File: config.mk
export PLATFORM = sky130hd
export DESIGN_NAME = wsc_host
export DESIGN_NICKNAME = d
export VERILOG_FILES = /design/src/logic/wsc_pkg.sv /design/src/logic/wsc_timer_if.sv /design/src/logic/wsc_timer.sv /design/src/logic/wsc_host.sv
export SDC_FILE = /design/constraint.sdc
export NUM_CORES = 1
export LEC_CHECK = 0
export ABC_AREA = 1
export BUFFER_PORTS_ARGS = -buffer_cell sky130_fd_sc_hd__buf_2
export CAP_MARGIN = 20
export CORE_UTILIZATION = 60
export CTS_BUF_LIST = sky130_fd_sc_hd__clkbuf_2
export DETAILED_ROUTE_END_ITERATION = 6
export GPL_TIMING_DRIVEN = 0
export PLACE_DENSITY = 0.79
export SLEW_MARGIN = 10
export SYNTH_ARGS = -nofsm -noshare
export SYNTH_HDL_FRONTEND = slang
export SYNTH_SLANG_ARGS = --single-unit
export TNS_END_PERCENT = 1
File: constraint.sdc
create_clock -name sys_clk -period 1.8 [get_ports sys_clk]
set_input_delay 0.09 -clock sys_clk [delete_from_list [all_inputs] [get_ports sys_clk]]
set_output_delay 0.09 -clock sys_clk [all_outputs]
set_load 0.05 [all_outputs]
File: src/logic/wsc_pkg.sv
package wsc_pkg;
  localparam int CLK_MHZ = 100;
  // Host-side timing, in the unit printed
  localparam int SAVE_DESELECT_TIME_MS = 20;
  localparam int NOSAVE_DESELECT_TIME_US = 1;
  localparam int STROBE_HIGH_TO_RELEASE_TIME_US = 1;
  localparam int POWERUP_SETTLE_TIME_US = 500;
  localparam int SETUP_TIME_NS = 100;
  localparam int PHASE_TIME_US = 1;
  // Cycle counts derived from the clock rate
  localparam int SAVE_DESELECT_CYC = SAVE_DESELECT_TIME_MS * 1000 * CLK_MHZ;
  localparam int NOSAVE_DESELECT_CYC = NOSAVE_DESELECT_TIME_US * CLK_MHZ;
  localparam int STROBE_HIGH_TO_RELEASE_CYC = STROBE_HIGH_TO_RELEASE_TIME_US * CLK_MHZ;
  localparam int POWERUP_SETTLE_CYC = POWERUP_SETTLE_TIME_US * CLK_MHZ;
  localparam int SETUP_CYC = (SETUP_TIME_NS * CLK_MHZ + 999) / 1000;
  localparam int PHASE_CYC = PHASE_TIME_US * CLK_MHZ;
  localparam int TMR_W = 24;
  localparam int POS_W = 7;
  localparam logic [POS_W-1:0] POS_MAX = 7'h63;
  localparam logic [POS_W-1:0] POS_RESET = 7'h00;
  localparam logic [TMR_W-1:0] TMR_ZERO = 24'h00_0000;
  localparam logic [TMR_W-1:0] TMR_ONE = 24'h00_0001;
endpackage

File: src/logic/wsc_timer_if.sv
`timescale 1ns/1ps
`default_nettype none
interface wsc_timer_if;
  import wsc_pkg::*;
  logic load;
  logic [TMR_W-1:0] count;
  logic done;
  modport ctrl (output load, output count, input done);
  modport tmr (input load, input count, output done);
endinterface
`default_nettype wire

File: src/logic/wsc_timer.sv
`timescale 1ns/1ps
`default_nettype none
module wsc_timer
  import wsc_pkg::*;
(
  input wire logic sys_clk,
  input wire logic nrst,
  wsc_timer_if.tmr tif
);
  typedef struct packed {
    logic [TMR_W-1:0] remain;
  } wsc_tmr_state_type;
  wsc_tmr_state_type st;
  wsc_tmr_state_type next_st;
  always_comb begin
    next_st = st;
    if (tif.load) begin
      next_st.remain = tif.count;
    end else if (st.remain != TMR_ZERO) begin
      next_st.remain = st.remain - TMR_ONE;
    end
  end
  always_ff @(posedge sys_clk) begin
    if (!nrst) begin
      st <= '0;
    end else begin
      st <= next_st;
    end
  end
  // Done depends on state only, so the caller may load on done without a loop
  assign tif.done = (st.remain == TMR_ZERO);
endmodule
`default_nettype wire

File: src/logic/wsc_host.sv
`timescale 1ns/1ps
`default_nettype none
module wsc_host
  import wsc_pkg::*;
#(
  parameter int SAVE_DESELECT_CYCLES = SAVE_DESELECT_CYC,
  parameter int POWERUP_SETTLE_CYCLES = POWERUP_SETTLE_CYC
) (
  input wire logic sys_clk,
  input wire logic nrst,
  input wire logic cmdValid,
  input wire logic cmdUp,
  input wire logic [POS_W-1:0] cmdSteps,
  input wire logic cmdSave,
  output logic cmdReady,
  output logic selectN,
  output logic strobeN,
  output logic dirUp,
  output logic [POS_W-1:0] trackedPos
);
  typedef enum {ST_POWERUP, ST_IDLE, ST_SETUP, ST_LOW, ST_HIGH, ST_END_LOW,
                ST_RELEASE, ST_DESELECT} wsc_state_type;
  typedef struct packed {
    wsc_state_type fsm;
    logic [POS_W-1:0] left;
    logic up;
    logic save;
    logic sel;
    logic stb;
    logic dir;
    logic rdy;
    logic [POS_W-1:0] pos;
    logic puLoaded;
  } wsc_host_state_type;

  wsc_host_state_type st;
  wsc_host_state_type next_st;
  wsc_timer_if tif ();

  wsc_timer u_timer (
    .sys_clk(sys_clk),
    .nrst(nrst),
    .tif(tif)
  );

  function automatic logic [TMR_W-1:0] cyc(input int n);
    cyc = TMR_W'(n);
  endfunction

  // Host mirror of the device counter
  function automatic logic [POS_W-1:0] step_pos(input logic [POS_W-1:0] p, input logic up);
    if (up) begin
      if (p == POS_MAX) begin
        step_pos = p;
      end else begin
        step_pos = p + 7'h01;
      end
    end else begin
      if (p == POS_RESET) begin
        step_pos = p;
      end else begin
        step_pos = p - 7'h01;
      end
    end
  endfunction

  // Dwell of each timed state, loaded on entry; ST_END_LOW is zero with no load, ST_DESELECT loads deselect_len instead
  function automatic logic [TMR_W-1:0] dwell(input wsc_state_type s);
    case (s)
      ST_POWERUP: begin
        dwell = cyc(POWERUP_SETTLE_CYCLES);
      end
      ST_SETUP: begin
        // Longer of select setup and direction setup
        dwell = cyc(PHASE_CYC > SETUP_CYC ? PHASE_CYC : SETUP_CYC);
      end
      ST_LOW, ST_HIGH: begin
        dwell = cyc(PHASE_CYC);
      end
      ST_RELEASE: begin
        dwell = cyc(STROBE_HIGH_TO_RELEASE_CYC);
      end
      default: begin
        dwell = TMR_ZERO;
      end
    endcase
  endfunction

  // A store keeps the device busy, so select stays high far longer
  function automatic logic [TMR_W-1:0] deselect_len(input logic save);
    if (save) begin
      deselect_len = cyc(SAVE_DESELECT_CYCLES);
    end else begin
      deselect_len = cyc(NOSAVE_DESELECT_CYC);
    end
  endfunction

  always_comb begin
    next_st = st;
    tif.load = 1'b0;
    tif.count = TMR_ZERO;
    case (st.fsm)
      ST_POWERUP: begin
        next_st.puLoaded = 1'b1;
        if (!st.puLoaded) begin
          // First cycle out of reset starts the settle wait
          tif.load = 1'b1;
          tif.count = dwell(ST_POWERUP);
        end else if (tif.done) begin
          next_st.fsm = ST_IDLE;
          next_st.rdy = 1'b1;
        end
      end
      ST_IDLE: begin
        // A zero-step move without store needs no pin activity at all
        if (cmdValid && (cmdSteps != 7'h00 || cmdSave)) begin
          next_st.rdy = 1'b0;
          next_st.up = cmdUp;
          next_st.dir = cmdUp;
          next_st.left = cmdSteps;
          next_st.save = cmdSave;
          next_st.sel = 1'b0;
          next_st.fsm = ST_SETUP;
          tif.load = 1'b1;
          tif.count = dwell(ST_SETUP);
        end
      end
      ST_SETUP, ST_HIGH: begin
        if (tif.done) begin
          if (st.left != 7'h00) begin
            next_st.stb = 1'b0;
            next_st.left = st.left - 7'h01;
            next_st.pos = step_pos(st.pos, st.up);
            next_st.fsm = ST_LOW;
            tif.load = 1'b1;
            tif.count = dwell(ST_LOW);
          end else begin
            // Only a storing move gets here with no steps left
            next_st.fsm = ST_RELEASE;
            tif.load = 1'b1;
            tif.count = dwell(ST_RELEASE);
          end
        end
      end
      ST_LOW: begin
        if (tif.done) begin
          if (st.left == 7'h00 && !st.save) begin
            // Last strobe stays low; strobe high when select rises would store
            next_st.fsm = ST_END_LOW;
          end else begin
            next_st.stb = 1'b1;
            next_st.fsm = ST_HIGH;
            tif.load = 1'b1;
            tif.count = dwell(ST_HIGH);
          end
        end
      end
      ST_END_LOW: begin
        if (tif.done) begin
          next_st.sel = 1'b1;
          next_st.fsm = ST_DESELECT;
          tif.load = 1'b1;
          tif.count = deselect_len(st.save);
        end
      end
      ST_RELEASE: begin
        if (tif.done) begin
          next_st.sel = 1'b1;
          next_st.fsm = ST_DESELECT;
          tif.load = 1'b1;
          tif.count = deselect_len(st.save);
        end
      end
      ST_DESELECT: begin
        // Strobe returns high only with select high, so no step or save
        next_st.stb = 1'b1;
        if (tif.done) begin
          next_st.fsm = ST_IDLE;
          next_st.rdy = 1'b1;
        end
      end
      default: begin
        next_st.fsm = ST_IDLE;
      end
    endcase
  end

  always_ff @(posedge sys_clk) begin
    if (!nrst) begin
      st.fsm <= ST_POWERUP;
      st.left <= POS_RESET;
      st.up <= 1'b0;
      st.save <= 1'b0;
      st.sel <= 1'b1;
      st.stb <= 1'b1;
      st.dir <= 1'b0;
      st.rdy <= 1'b0;
      st.pos <= POS_RESET;
      st.puLoaded <= 1'b0;
    end else begin
      st <= next_st;
    end
  end

  assign cmdReady = st.rdy;
  assign selectN = st.sel;
  assign strobeN = st.stb;
  assign dirUp = st.dir;
  assign trackedPos = st.pos;
endmodule
`default_nettype wire

# Word level (Yosys, flattened, before mapping)
# Index checks and enable logic that the tools add are counted.
# op_classes
add_sub_neg,4
n_eq_ne,17
n_mux,41
n_reduce_logical,26
# ops
op,count
$pmux 32 s6,1
$eq 32x3->1 const B,4
$mux 32,4
$pmux 24 s5,1
$mux 24,3
$eq 32x2->1 const B,2
$mux 7,8
$mux 42,1
$mux 39,1
$eq 32x1->1 const B,1
$logic_not 32->1,1
$logic_not 24->1,1
$reduce_bool 24->1,1
$sub 24x1->24 const B,1
$mux 21,1
$mux 16,1
$ne 2x2->1 const B,8
$reduce_and 5->1,3
$logic_not 7->1,2
$mux 1,14
$pmux 7 s2,1
$reduce_bool 7->1,2
$sub 7x1->7 const B,2
$add 7x1->7 const B,1
16 further kinds,23
# totals
reg_bits,76
input_bits,12
output_inout_bits,11
word_cells,98

# Logic depth before layout (Yosys ltp)
# Gate-level depths: netlist of the first run.
# depth
ltp_word,6
ltp_mapped,13
mapped_depth_nobuf,12

# Cells and area by module
# Synthesis of the first run repeated with hierarchy kept, for this count alone.
# unflattened
hier_cells,540
hier_area_um2,3455.8
# modules_own_cells
module,n_inst,cells_each,area_per_inst_um2
wsc_timer,1,277,1774.2
wsc_host,1,263,1681.6

# Worst setup path after synthesis of the first run
# Ideal clock, no wire load.
# synth_path
kind,register to register
start,"register, netlist name dirUp"
end,"register st, in the netlist trackedPos[4]"
setup_time_ns,0.113
arrival_ns,1.915
slack_ns,-0.229
stages_incl_launch_ff,8
synth_period_minus_slack_ns,2.029
path_cell_list,dfxtp_1 -> inv_1 -> ha_1 -> a21o_1 -> a31oi_1 -> xnor2_1 -> o21ai_1 -> nor2_1
# synth_rtl
item,line,text
"end signal, assigned",wsc_host.sv:201,st <= next_st;
"end, declared",wsc_host.sv:36,wsc_host_state_type st;

# Worst setup path after layout of the first run
# layout_path
start,register u_timer.st[6] in the netlist's numbering
end,register u_timer.st[17] in the netlist's numbering
# layout_via
elab_chain_len,4
# layout_lines
item,line,text
"start, declared",wsc_timer.sv:13,wsc_tmr_state_type st;
"start signal, assigned",wsc_timer.sv:27,st <= next_st;
"parallel branches: the longest is 4 deep, another holds $sub 24x1->24",-,
# Several ways; the timed one is not identified. The select of a mux whose other input is x is not followed.
# A chain may end at the register's enable or synchronous reset.

==> results, run 1 <==
- The flow ran to the end, and the final reports show no timing, DRC or antenna violations.
- On the final layout, the worst hold slack is 24.21 ps.
- Data arrives at the worst endpoint at 2070 ps.
- The placeable core area is 0.005270 sq mm.
- For this block, the initial DRC count from the detailed router was 195.
- The library cell occupying the most area in the post-synthesis netlist is sky130_fd_sc_hd__dfxtp_1.
- The setup violation total in the final timing report is 0.
- The remaining max-slew budget at the tightest pin is 63.04%.
- The highest fanout seen on the critical path is 10.
- After clock tree synthesis, the clock-pin slew on the worst setup and hold paths is 240 ps.
- VDD sags by at most 0.8908 mV.
- The global placement routability congestion is 0.9633.
- Yosys mapped a number of flops with a built-in enable equal to 0.
- The areal power density over the cells is 1683 mW/mm^2.
- The sequential share of power is 25.7%.
- The clock latency of the later-clocked register in the worst-skew pair is 420 ps.
- The cell family contributing the most delay on the critical path is simple AND/OR/NAND/NOR gates.
- From bottom edge to top edge, the die measures 77.08 um.
- Detailed placement finished with a half-perimeter wire length of 6186 um.
- After synthesis, the cell types taking the most area are sky130_fd_sc_hd__dfxtp_1 (28%), sky130_fd_sc_hd__nand2_1 (12%), sky130_fd_sc_hd__nor2_1 (9.5%).
- Entering global routing, the biggest net connects 14 pins.
- The area growth from synthesis to layout is 13.73%.
- The mapped cell area is 0.003382 sq mm.
- The Yosys step of the flow raised 0 warnings.
- The initial utilization of the core area, before any placement, comes to 64.17%.
- The relative contribution of the clock network to total power is 7.0%.
- After detailed routing, the wire length on met1 is 3546 um.
- TritonCTS built the clock tree.
- From left edge to right edge, the die measures 77.08 um.
- The endpoint kind of the worst setup timing path is a flop.
- The root buffer cell is sky130_fd_sc_hd__clkbuf_2.
- The cell that appears most often on the critical path is sky130_fd_sc_hd__nand2_1.
- The type of the worst setup path is reg -> reg.
- The number of vias per cell after detailed routing is 5.488.
- The post-detailed-placement cell area is 0.003576 sq mm.
- The signal on the critical path passes through nor2_1 > nand2_1 > nor2_2 > nand3_4 > clkinv_4 > nand2_4 > buf_6 > nand3_2 > nand2_1 > nand2_1 > nor2_1.
- After the last flow step, the layout net total stands at 560.
- The internal power of the cells totals 0.003062 W.
- The count of antenna-violating nets left after detailed routing is 0.
- The portion of the clock cycle consumed by the worst path in the final layout is 97.16%.
- The count of vias placed by the detailed router is 3,342.
- The total overflow left after global routing is 0.
- In this run the count of I/O pins placed on the die edge is 23.
- In this run, CTS created clock tree buffers numbering 5.
- The clock tree buffer depth is 2.
- The count of final hold-check violations is 0.
- After routing the design area is 0.003846 sq mm.
- The class of the tightest hold or removal check is in -> reg.
- The first-pass GRT wire length is 13,610 um.
- After detailed routing, the number of remaining DRC violations is 0.
- In the detailed route, the total length drawn on met2 is 4087 um.
- In this run the biggest area consumer among cell types represents 27.82% of the synthesized area.
- Synthesis produced a netlist with a net count of 521.
- Net switching is 52.71% of the power.
- The total die area is 0.005941 sq mm.
- The via count of the first global-routing pass is 3,020.
- The share of post-route cells with drive strength above 1 is 22.82%.
- After technology mapping, the gate count stands at 499.
- Static timing analysis puts the maximum clock frequency at 571.8 MHz.
- The first detailed-routing pass ran for 5 iterations.
- The average wire per cell in the routed design is 13.56 um.
- The actual slew at the worst max-slew pin is 554.4 ps.
- The required time of the critical path is 2120 ps.
- Setup repair after global routing could not meet its margin everywhere.
- The dominant register cell in the synthesized netlist is sky130_fd_sc_hd__dfxtp_1.
- The antenna cell count is 0.
- Summed over all failing endpoints, the final setup total negative slack is 0 ps.
- The commonest cells after synthesis are sky130_fd_sc_hd__nand2_1 (108), sky130_fd_sc_hd__nor2_1 (86), sky130_fd_sc_hd__dfxtp_1 (47), sky130_fd_sc_hd__inv_1 (44), sky130_fd_sc_hd__nand3_1 (33).
- The H-tree was split into 2 levels.
- Max-cap violations in this run came to 0.
- Routed signal wires occupy layers up through met4.
- Across all register-to-register paths, the minimum setup slack is 50 ps.
- The minimum period implied by the final worst setup slack is 1749 ps.
- Sequential cells were found to cover 27.82% of the synthesized design area.
- The kind of start point of the critical path is a flop.
- The switching power is 0.003413 W.
- The utilization of the core after routing is 72.98%.
- The share of synthesized flip-flops with an asynchronous set or reset is 0%.
- Among all cell types in the netlist, the one instantiated most often is sky130_fd_sc_hd__nand2_1.
- After synthesis, the mean cell area works out to 6.778 sq um.
- The number of distinct library cells after synthesis is 45.
- The routed design uses 413 um of met3 wire.
- The number of max-slew violations in the final report is 0.
- Excluding fillers, the count of instances in the completed layout stands at 609.
- The largest stage delay on the critical path is 410 ps.
- The aggregate global-route resource usage is 28.38%.
- After synthesis the netlist holds a flip-flop and latch count of 47.
- The number of antenna violations at the first check in global routing is 0.
- The slowest stage of the critical path belongs to the cell sky130_fd_sc_hd__dfxtp_1.
- The count of filler cells inserted in the layout is 448.
- The static leakage is 1.867 nW.
- Together, buffers and inverters on the worst path number 2.
- The instance count after placement with tap cells included is 590.
- The combinational share of power is 67.3%.
- The tree built by TritonCTS fans out to 47 sinks.
- Port buffering added 21 buffers.
- The worst clock skew on the final layout is 18.78 ps.
- The final wirelength is 8261 um.
- The row count is 26.
-- cell families (layout without fill, tap and decap cells) --
family,count (synthesis),count (layout),synth area share [%]
AND/OR/NAND/NOR,292,292,43.06
buffers and inverters,68,108,9.471
AO/OA/AOI/OAI,60,60,10.03
flip-flops,47,47,27.82
XOR/XNOR,22,22,5.698
adder cells (fa/ha/maj),10,10,3.922
-- cells in the final DEF, fill, tap and decap left out, types with 2 or more instances in the layout --
cell and n:
sky130_fd_sc_hd__ha_1 5, sky130_fd_sc_hd__nand3_1 33, sky130_fd_sc_hd__buf_2 23, sky130_fd_sc_hd__nor2_2 14, sky130_fd_sc_hd__a21oi_2 2, sky130_fd_sc_hd__or2_2 2
sky130_fd_sc_hd__buf_4 13, sky130_fd_sc_hd__a21oi_1 25, sky130_fd_sc_hd__dfxtp_1 41, sky130_fd_sc_hd__a31oi_1 4, sky130_fd_sc_hd__nand3_4 7, sky130_fd_sc_hd__inv_2 6
sky130_fd_sc_hd__nor2_4 6, sky130_fd_sc_hd__xnor2_1 7, sky130_fd_sc_hd__clkbuf_2 7, sky130_fd_sc_hd__nor2_1 79, sky130_fd_sc_hd__nand2_2 5, sky130_fd_sc_hd__o21ai_1 10
sky130_fd_sc_hd__nand3b_1 2, sky130_fd_sc_hd__dlygate4sd3_1 4, sky130_fd_sc_hd__o31ai_1 3, sky130_fd_sc_hd__dfxtp_2 5, sky130_fd_sc_hd__nand2_1 106, sky130_fd_sc_hd__buf_6 2
sky130_fd_sc_hd__nor3_1 6, sky130_fd_sc_hd__clkbuf_1 3, sky130_fd_sc_hd__ha_4 3, sky130_fd_sc_hd__nor2_8 2, sky130_fd_sc_hd__clkinv_2 3, sky130_fd_sc_hd__nand3_2 5
sky130_fd_sc_hd__inv_4 4, sky130_fd_sc_hd__xor2_1 15, sky130_fd_sc_hd__nand2_4 3, sky130_fd_sc_hd__nand4_1 15, sky130_fd_sc_hd__o21ai_0 12, sky130_fd_sc_hd__inv_1 40
-- worst reg2reg max path: cells and delay by family (launching register included) --
family,cells,cell delay [ps]
buffers and inverters,2,280
DFF,1,410
and+or+nand+nor,9,970
-- sequential cells by signal, indices dropped and copies added (netlist names) --
register and cells:
st 12, dirUp 1, u_timer.st 24, cmdReady 1
selectN 1, strobeN 1, trackedPos 7
-- power groups by stage --
stage          clock network, W  registers, W  logic, W
5_1_grt                0.000501       0.00170   0.00482
3_5_place_dp                  0       0.00163   0.00395
3_3_place_gp                  0       0.00162   0.00388
2_1_floorplan                 0       0.00163   0.00318
6_report               0.000450       0.00167   0.00436
4_1_cts                0.000460       0.00161   0.00402
-- area by class of cell --
| type | instances | area (sq um) | area share (%) |
|---|---|---|---|
| Buffer | 15 | 111.4 | 2.895 |
| Clock buffer | 7 | 35.03 | 0.9109 |
| Clock inverter | 1 | 5.005 | 0.1301 |
| Inverter | 53 | 216.5 | 5.628 |
| Multi-Input combinational cell | 384 | 2225 | 57.84 |
| Sequential cell | 47 | 950.9 | 24.72 |
| Tap cell | 70 | 87.58 | 2.277 |
| Timing Repair Buffer | 32 | 215.2 | 5.595 |
-- path summary, 6_finish.rpt --
path / depth (start not counted) / endpoint / from
hold reg to reg: 2 / st[0]$_SDFFE_PN0N_ / st[0]$_SDFFE_PN0N_
setup reg to reg: 11 / u_timer.st[17]$_SDFFE_PN0P_ / u_timer.st[6]$_SDFFE_PN0P_
hold / removal: 3 / dirUp$_SDFFE_PN0P_ / cmdValid
setup / recovery: 11 / u_timer.st[17]$_SDFFE_PN0P_ / u_timer.st[6]$_SDFFE_PN0P_
-- metal layers --
layer,vias to the layer above,GRT usage [%]
met3,20,3.452
met4,0,12.08
met2,114,49.73
li1,1688,-
met5,-,0
met1,1520,34.82
-- per-stage QoR --
step | setup slack [ps] | total power, W
global route | -70.31 | 0.007020
floorplan | 17.80 | 0.004817
detailed placement | -133.2 | 0.005586
CTS | 0.1499 | 0.006088
global placement | -97.35 | 0.005497
finish | 51.09 | 0.006475
-- repair_timing --
item / 4_1_cts / 5_1_grt
gates resized for setup: 6 / 29
setup endpoints to repair: 35 / 40
endpoints found under the hold margin: 7 / 0
cloned: 0 / 1
hold buffers: 4 / 0
pin swaps: 0 / 6
buffers inserted: 0 / 6
Note: power is estimated with default switching activity, not from simulation.
==> run 2, diff against run 1 <==
--- a/config.mk
+++ b/config.mk
@@ -9,7 +9,7 @@
 export BUFFER_PORTS_ARGS = -buffer_cell sky130_fd_sc_hd__buf_2
 export CAP_MARGIN = 20
 export CORE_UTILIZATION = 60
-export CTS_BUF_LIST = sky130_fd_sc_hd__clkbuf_2
+export CTS_BUF_LIST = sky130_fd_sc_hd__clkbuf_8
 export DETAILED_ROUTE_END_ITERATION = 6
 export GPL_TIMING_DRIVEN = 0
 export PLACE_DENSITY = 0.79
==> run 2 against run 1 <==
  * Power rose by 3.9%
  * Via count up 1.3%
  * Hold slack gained 45 ps
  * Die area unchanged
  * Core utilization up 0.45 points
  * Worst setup slack improved by 14 ps
  * Critical path depth unchanged
  * Critical endpoint unchanged
==> results, run 2 (synthesized netlist as in run 1, its figures left out) <==
- The starting utilization of the core area is 64.17% (unchanged).
- The total area of multi-input combinational cells was 0.002191 sq mm (-1.5%).
- The pin count of the biggest net entering global routing came to 14 (unchanged).
- The register with the highest flop count is u_timer.st.
- The antenna cell count was 0 (unchanged).
- The cell depth of the worst flop-to-flop path came to 11 (unchanged).
- The remaining max-slew budget at the tightest pin is 62.89% (-0.15 points).
- The number of buffers added by the clock tree synthesis step was 5 (unchanged).
- The post-route total power was 0.006725 W (+3.9%).
- The actual slew at the worst max-slew pin is 556.6 ps (+2.181 ps).
- The number of max-slew violations in the final report is 0 (unchanged).
- The aggregate global-route resource usage came to 28.30% (-0.076 points).
- The signal on the critical path passes through nor2_1 > nand2_1 > nor2_2 > nand3_4 > clkinv_4 > nand2_4 > buf_6 > nand3_2 > nand2_1 > nand2_1 > nor2_1.
- The most common cell type on the critical path is sky130_fd_sc_hd__nand2_1.
- The instance count after placement with tap cells included is 590 (unchanged).
- The DRC violation total after the first TritonRoute iteration came to 255 (+31%).
- The sink count of the clock tree is 47 (unchanged).
- The count of filler cells inserted in the layout is 441 (-1.6%).
- The placeable core area is 0.005270 sq mm (unchanged).
- The root buffer cell is sky130_fd_sc_hd__clkbuf_8.
- The number of flip-flops under the largest register name is 24 (unchanged).
- The number of antenna violations at the first check in global routing is 0 (unchanged).
- The via count of the first global-routing pass is 2,986 (-1.1%).
- The portion of the clock cycle consumed by the worst path in the final layout is 96.40% (-0.76 points).
- The number of vias per cell after detailed routing is 5.525 (+0.69%).
- The minimum period implied by the final worst setup slack is 1735 ps (-13.63 ps).
- The row count came to 26 (unchanged).
- The number of detailed-routing iterations run before antenna repair is 5 (unchanged).
- The count of final hold-check violations was 0 (unchanged).
- The post-cts hold buffer count is 0 (-4).
- The leftover overflow at the end of global routing is 0 (unchanged).
- In this run the most critical hold path is launched from cmdUp.
- The cell depth of the worst min-delay path is 3 (unchanged).
- The setup violation total in the final timing report is 0 (unchanged).
- The static leakage is 1.905 nW (+2.0%).
- The number of max-capacitance violations reported is 0 (unchanged).
- The TritonCTS clock tree is done.
- The area occupied by registers is 949.7 sq um (-0.13%).
- The total die area is 0.005941 sq mm (unchanged).
- The most common library cell in the layout ignoring fill and taps is sky130_fd_sc_hd__nand2_1.
- The first-pass GRT wire length was 13,560 um (-0.35%).
- The clock tree buffer depth came to 2 (unchanged).
- The average wire per cell in the routed design is 13.86 um (+2.2%).
- The required time of the critical path was 1970 ps (-150 ps).
- The largest vdd supply drop is 0.9193 mV (+3.2%).
- From synthesis to final layout, the design area changed by 14.43%.
- The H-tree depth is 2 (unchanged).
- The final net count is 564 (+0.71%).
- The kind of start point of the critical path is a flop.
- The path class of the tightest hold or removal check is in -> reg.
- The worst slack after detailed placement is -133.2 ps (unchanged).
- The count of antenna-violating nets left after detailed routing is 0 (unchanged).
- The worst hold path terminates at dirUp$_SDFFE_PN0P_.
- The register-to-register setup slack was 60 ps (about the same).
- The worst clock skew on the final layout came to 7.025 ps (-11.76 ps).
- The worst register-to-register path ends at u_timer.st[17]$_SDFFE_PN0P_.
- The highest fanout seen on the critical path is 10 (unchanged).
- The final critical-path setup slack is 64.72 ps (+13.63 ps).
- The number of buffers added on ports came to 21 (unchanged).
- The DRC violation count after routing came to 0 (unchanged).
- The areal power density over the cells came to 1738 mW/mm^2 (+3.2%).
- The horizontal die dimension came to 77.08 um (unchanged).
- The global placement routability congestion is 0.9633 (unchanged).
- The startpoint identified for the worst register-to-register timing path is u_timer.st[6]$_SDFFE_PN0P_.
- The endpoint kind of the worst setup timing path is a flop.
- The flow ran to the end, and the final reports show no timing, DRC or antenna violations.
- The die span in y is 77.08 um (unchanged).
- The clock transition time at the flip-flop clock pins of the worst setup and hold paths was 90 ps (-150 ps).
- The largest stage delay on the critical path is 360 ps (-50 ps).
- The setup path with the least slack is of type reg -> reg.
- The final wirelength is 8498 um (+2.9%).
- The count of pins on the block boundary is 23 (unchanged).
- The library cells used most frequently in the layout, excluding fill and tap cells, are sky130_fd_sc_hd__nand2_1 (107), sky130_fd_sc_hd__nor2_1 (79), sky130_fd_sc_hd__inv_1 (43).
- The count of vias placed by the detailed router is 3,387 (+1.3%).
- The final instance count without filler cells is 613 (+0.66%).
- Setup repair after global routing could not meet its margin everywhere.
- The critical path data arrival time is 1910 ps (-160 ps).
- The clock latency of the later-clocked register in the worst-skew pair is 300 ps (-120 ps).
- For this design, the slowest cell found on the critical path is sky130_fd_sc_hd__dfxtp_1.
- The share of post-route cells with drive strength above 1 came to 23.02% (+0.20 points).
- The maximum clock rate is 576.3 MHz (+0.79%).
- The half-perimeter wire length after placement was 6186 um (unchanged).
-- run 2: final cells by class --
type / instances / area share, %
tap: 70 / 2.263
sequential: 47 / 24.54
multi-input combinational: 384 / 56.61
buffer: 15 / 2.877
clock inverter: 3 / 0.3233
inverter: 53 / 5.529
timing repair buffer: 36 / 6.078
clock buffer: 5 / 1.778
-- run 2: worst max-delay path by stage --
stage | start | slack (ps) | cells after the start | end
detailed placement | u_timer.st[0]$_SDFFE_PN0P_ | -130 | 12 | u_timer.st[17]$_SDFFE_PN0P_
CTS | u_timer.st[0]$_SDFFE_PN0P_ | -9 | 12 | u_timer.st[17]$_SDFFE_PN0P_
global placement | u_timer.st[0]$_SDFFE_PN0P_ | -100 | 12 | u_timer.st[20]$_SDFFE_PN0P_
floorplan | dirUp$_SDFFE_PN0P_ | 20 | 7 | trackedPos[4]$_SDFFE_PN0P_
global route | u_timer.st[1]$_SDFFE_PN0P_ | -60 | 11 | trackedPos[2]$_SDFFE_PN0P_
finish | u_timer.st[6]$_SDFFE_PN0P_ | 60 | 11 | u_timer.st[17]$_SDFFE_PN0P_
-- run 2: metrics by stage --
step                hold WS (ps)  setup TNS (ps)  instance area, sq um  util (%)
detailed placement         380.9           -2444                  3576     67.85
finish                     69.40               0                  3870     73.43
floorplan                  281.0               0                  3383         -
global route               100.4          -457.6                  3870     73.43
CTS                        68.09          -15.40                  3675     69.73
global placement           371.4           -1656                  3576     67.85
-- run 2: per-layer routing --
metal / global-route usage [%] / part of all wire (%) / vias up
met5: 0 / 0 / -
met4: 13.40 / 3.1 / 0
met3: 3.452 / 4.9 / 28
met2: 48.39 / 50 / 108
met1: 35.19 / 42 / 1556
li1: - / - / 1695
-- run 2: power by group --
part | total [W] | internal, W | leakage [nW] | switching (W)
clock | 0.000624 | 0.000262 | 0.0505 | 0.000361
combinational | 0.00444 | 0.00165 | 1.47 | 0.00279
sequential | 0.00166 | 0.00134 | 0.386 | 0.000322
-- run 2: what timing repair did --
action,in CTS,in global routing
gates cloned,0,1
buffers inserted,0,14
gates resized for setup,5,23
setup endpoints to repair,34,39
pin swaps,1,6
-- run 2: worst max-delay path: cells and delay by family, from the launching register on --
family,cells,cell delay [ps]
buffers and inverters,2,270
DFF,1,360
and+or+nand+nor,9,970
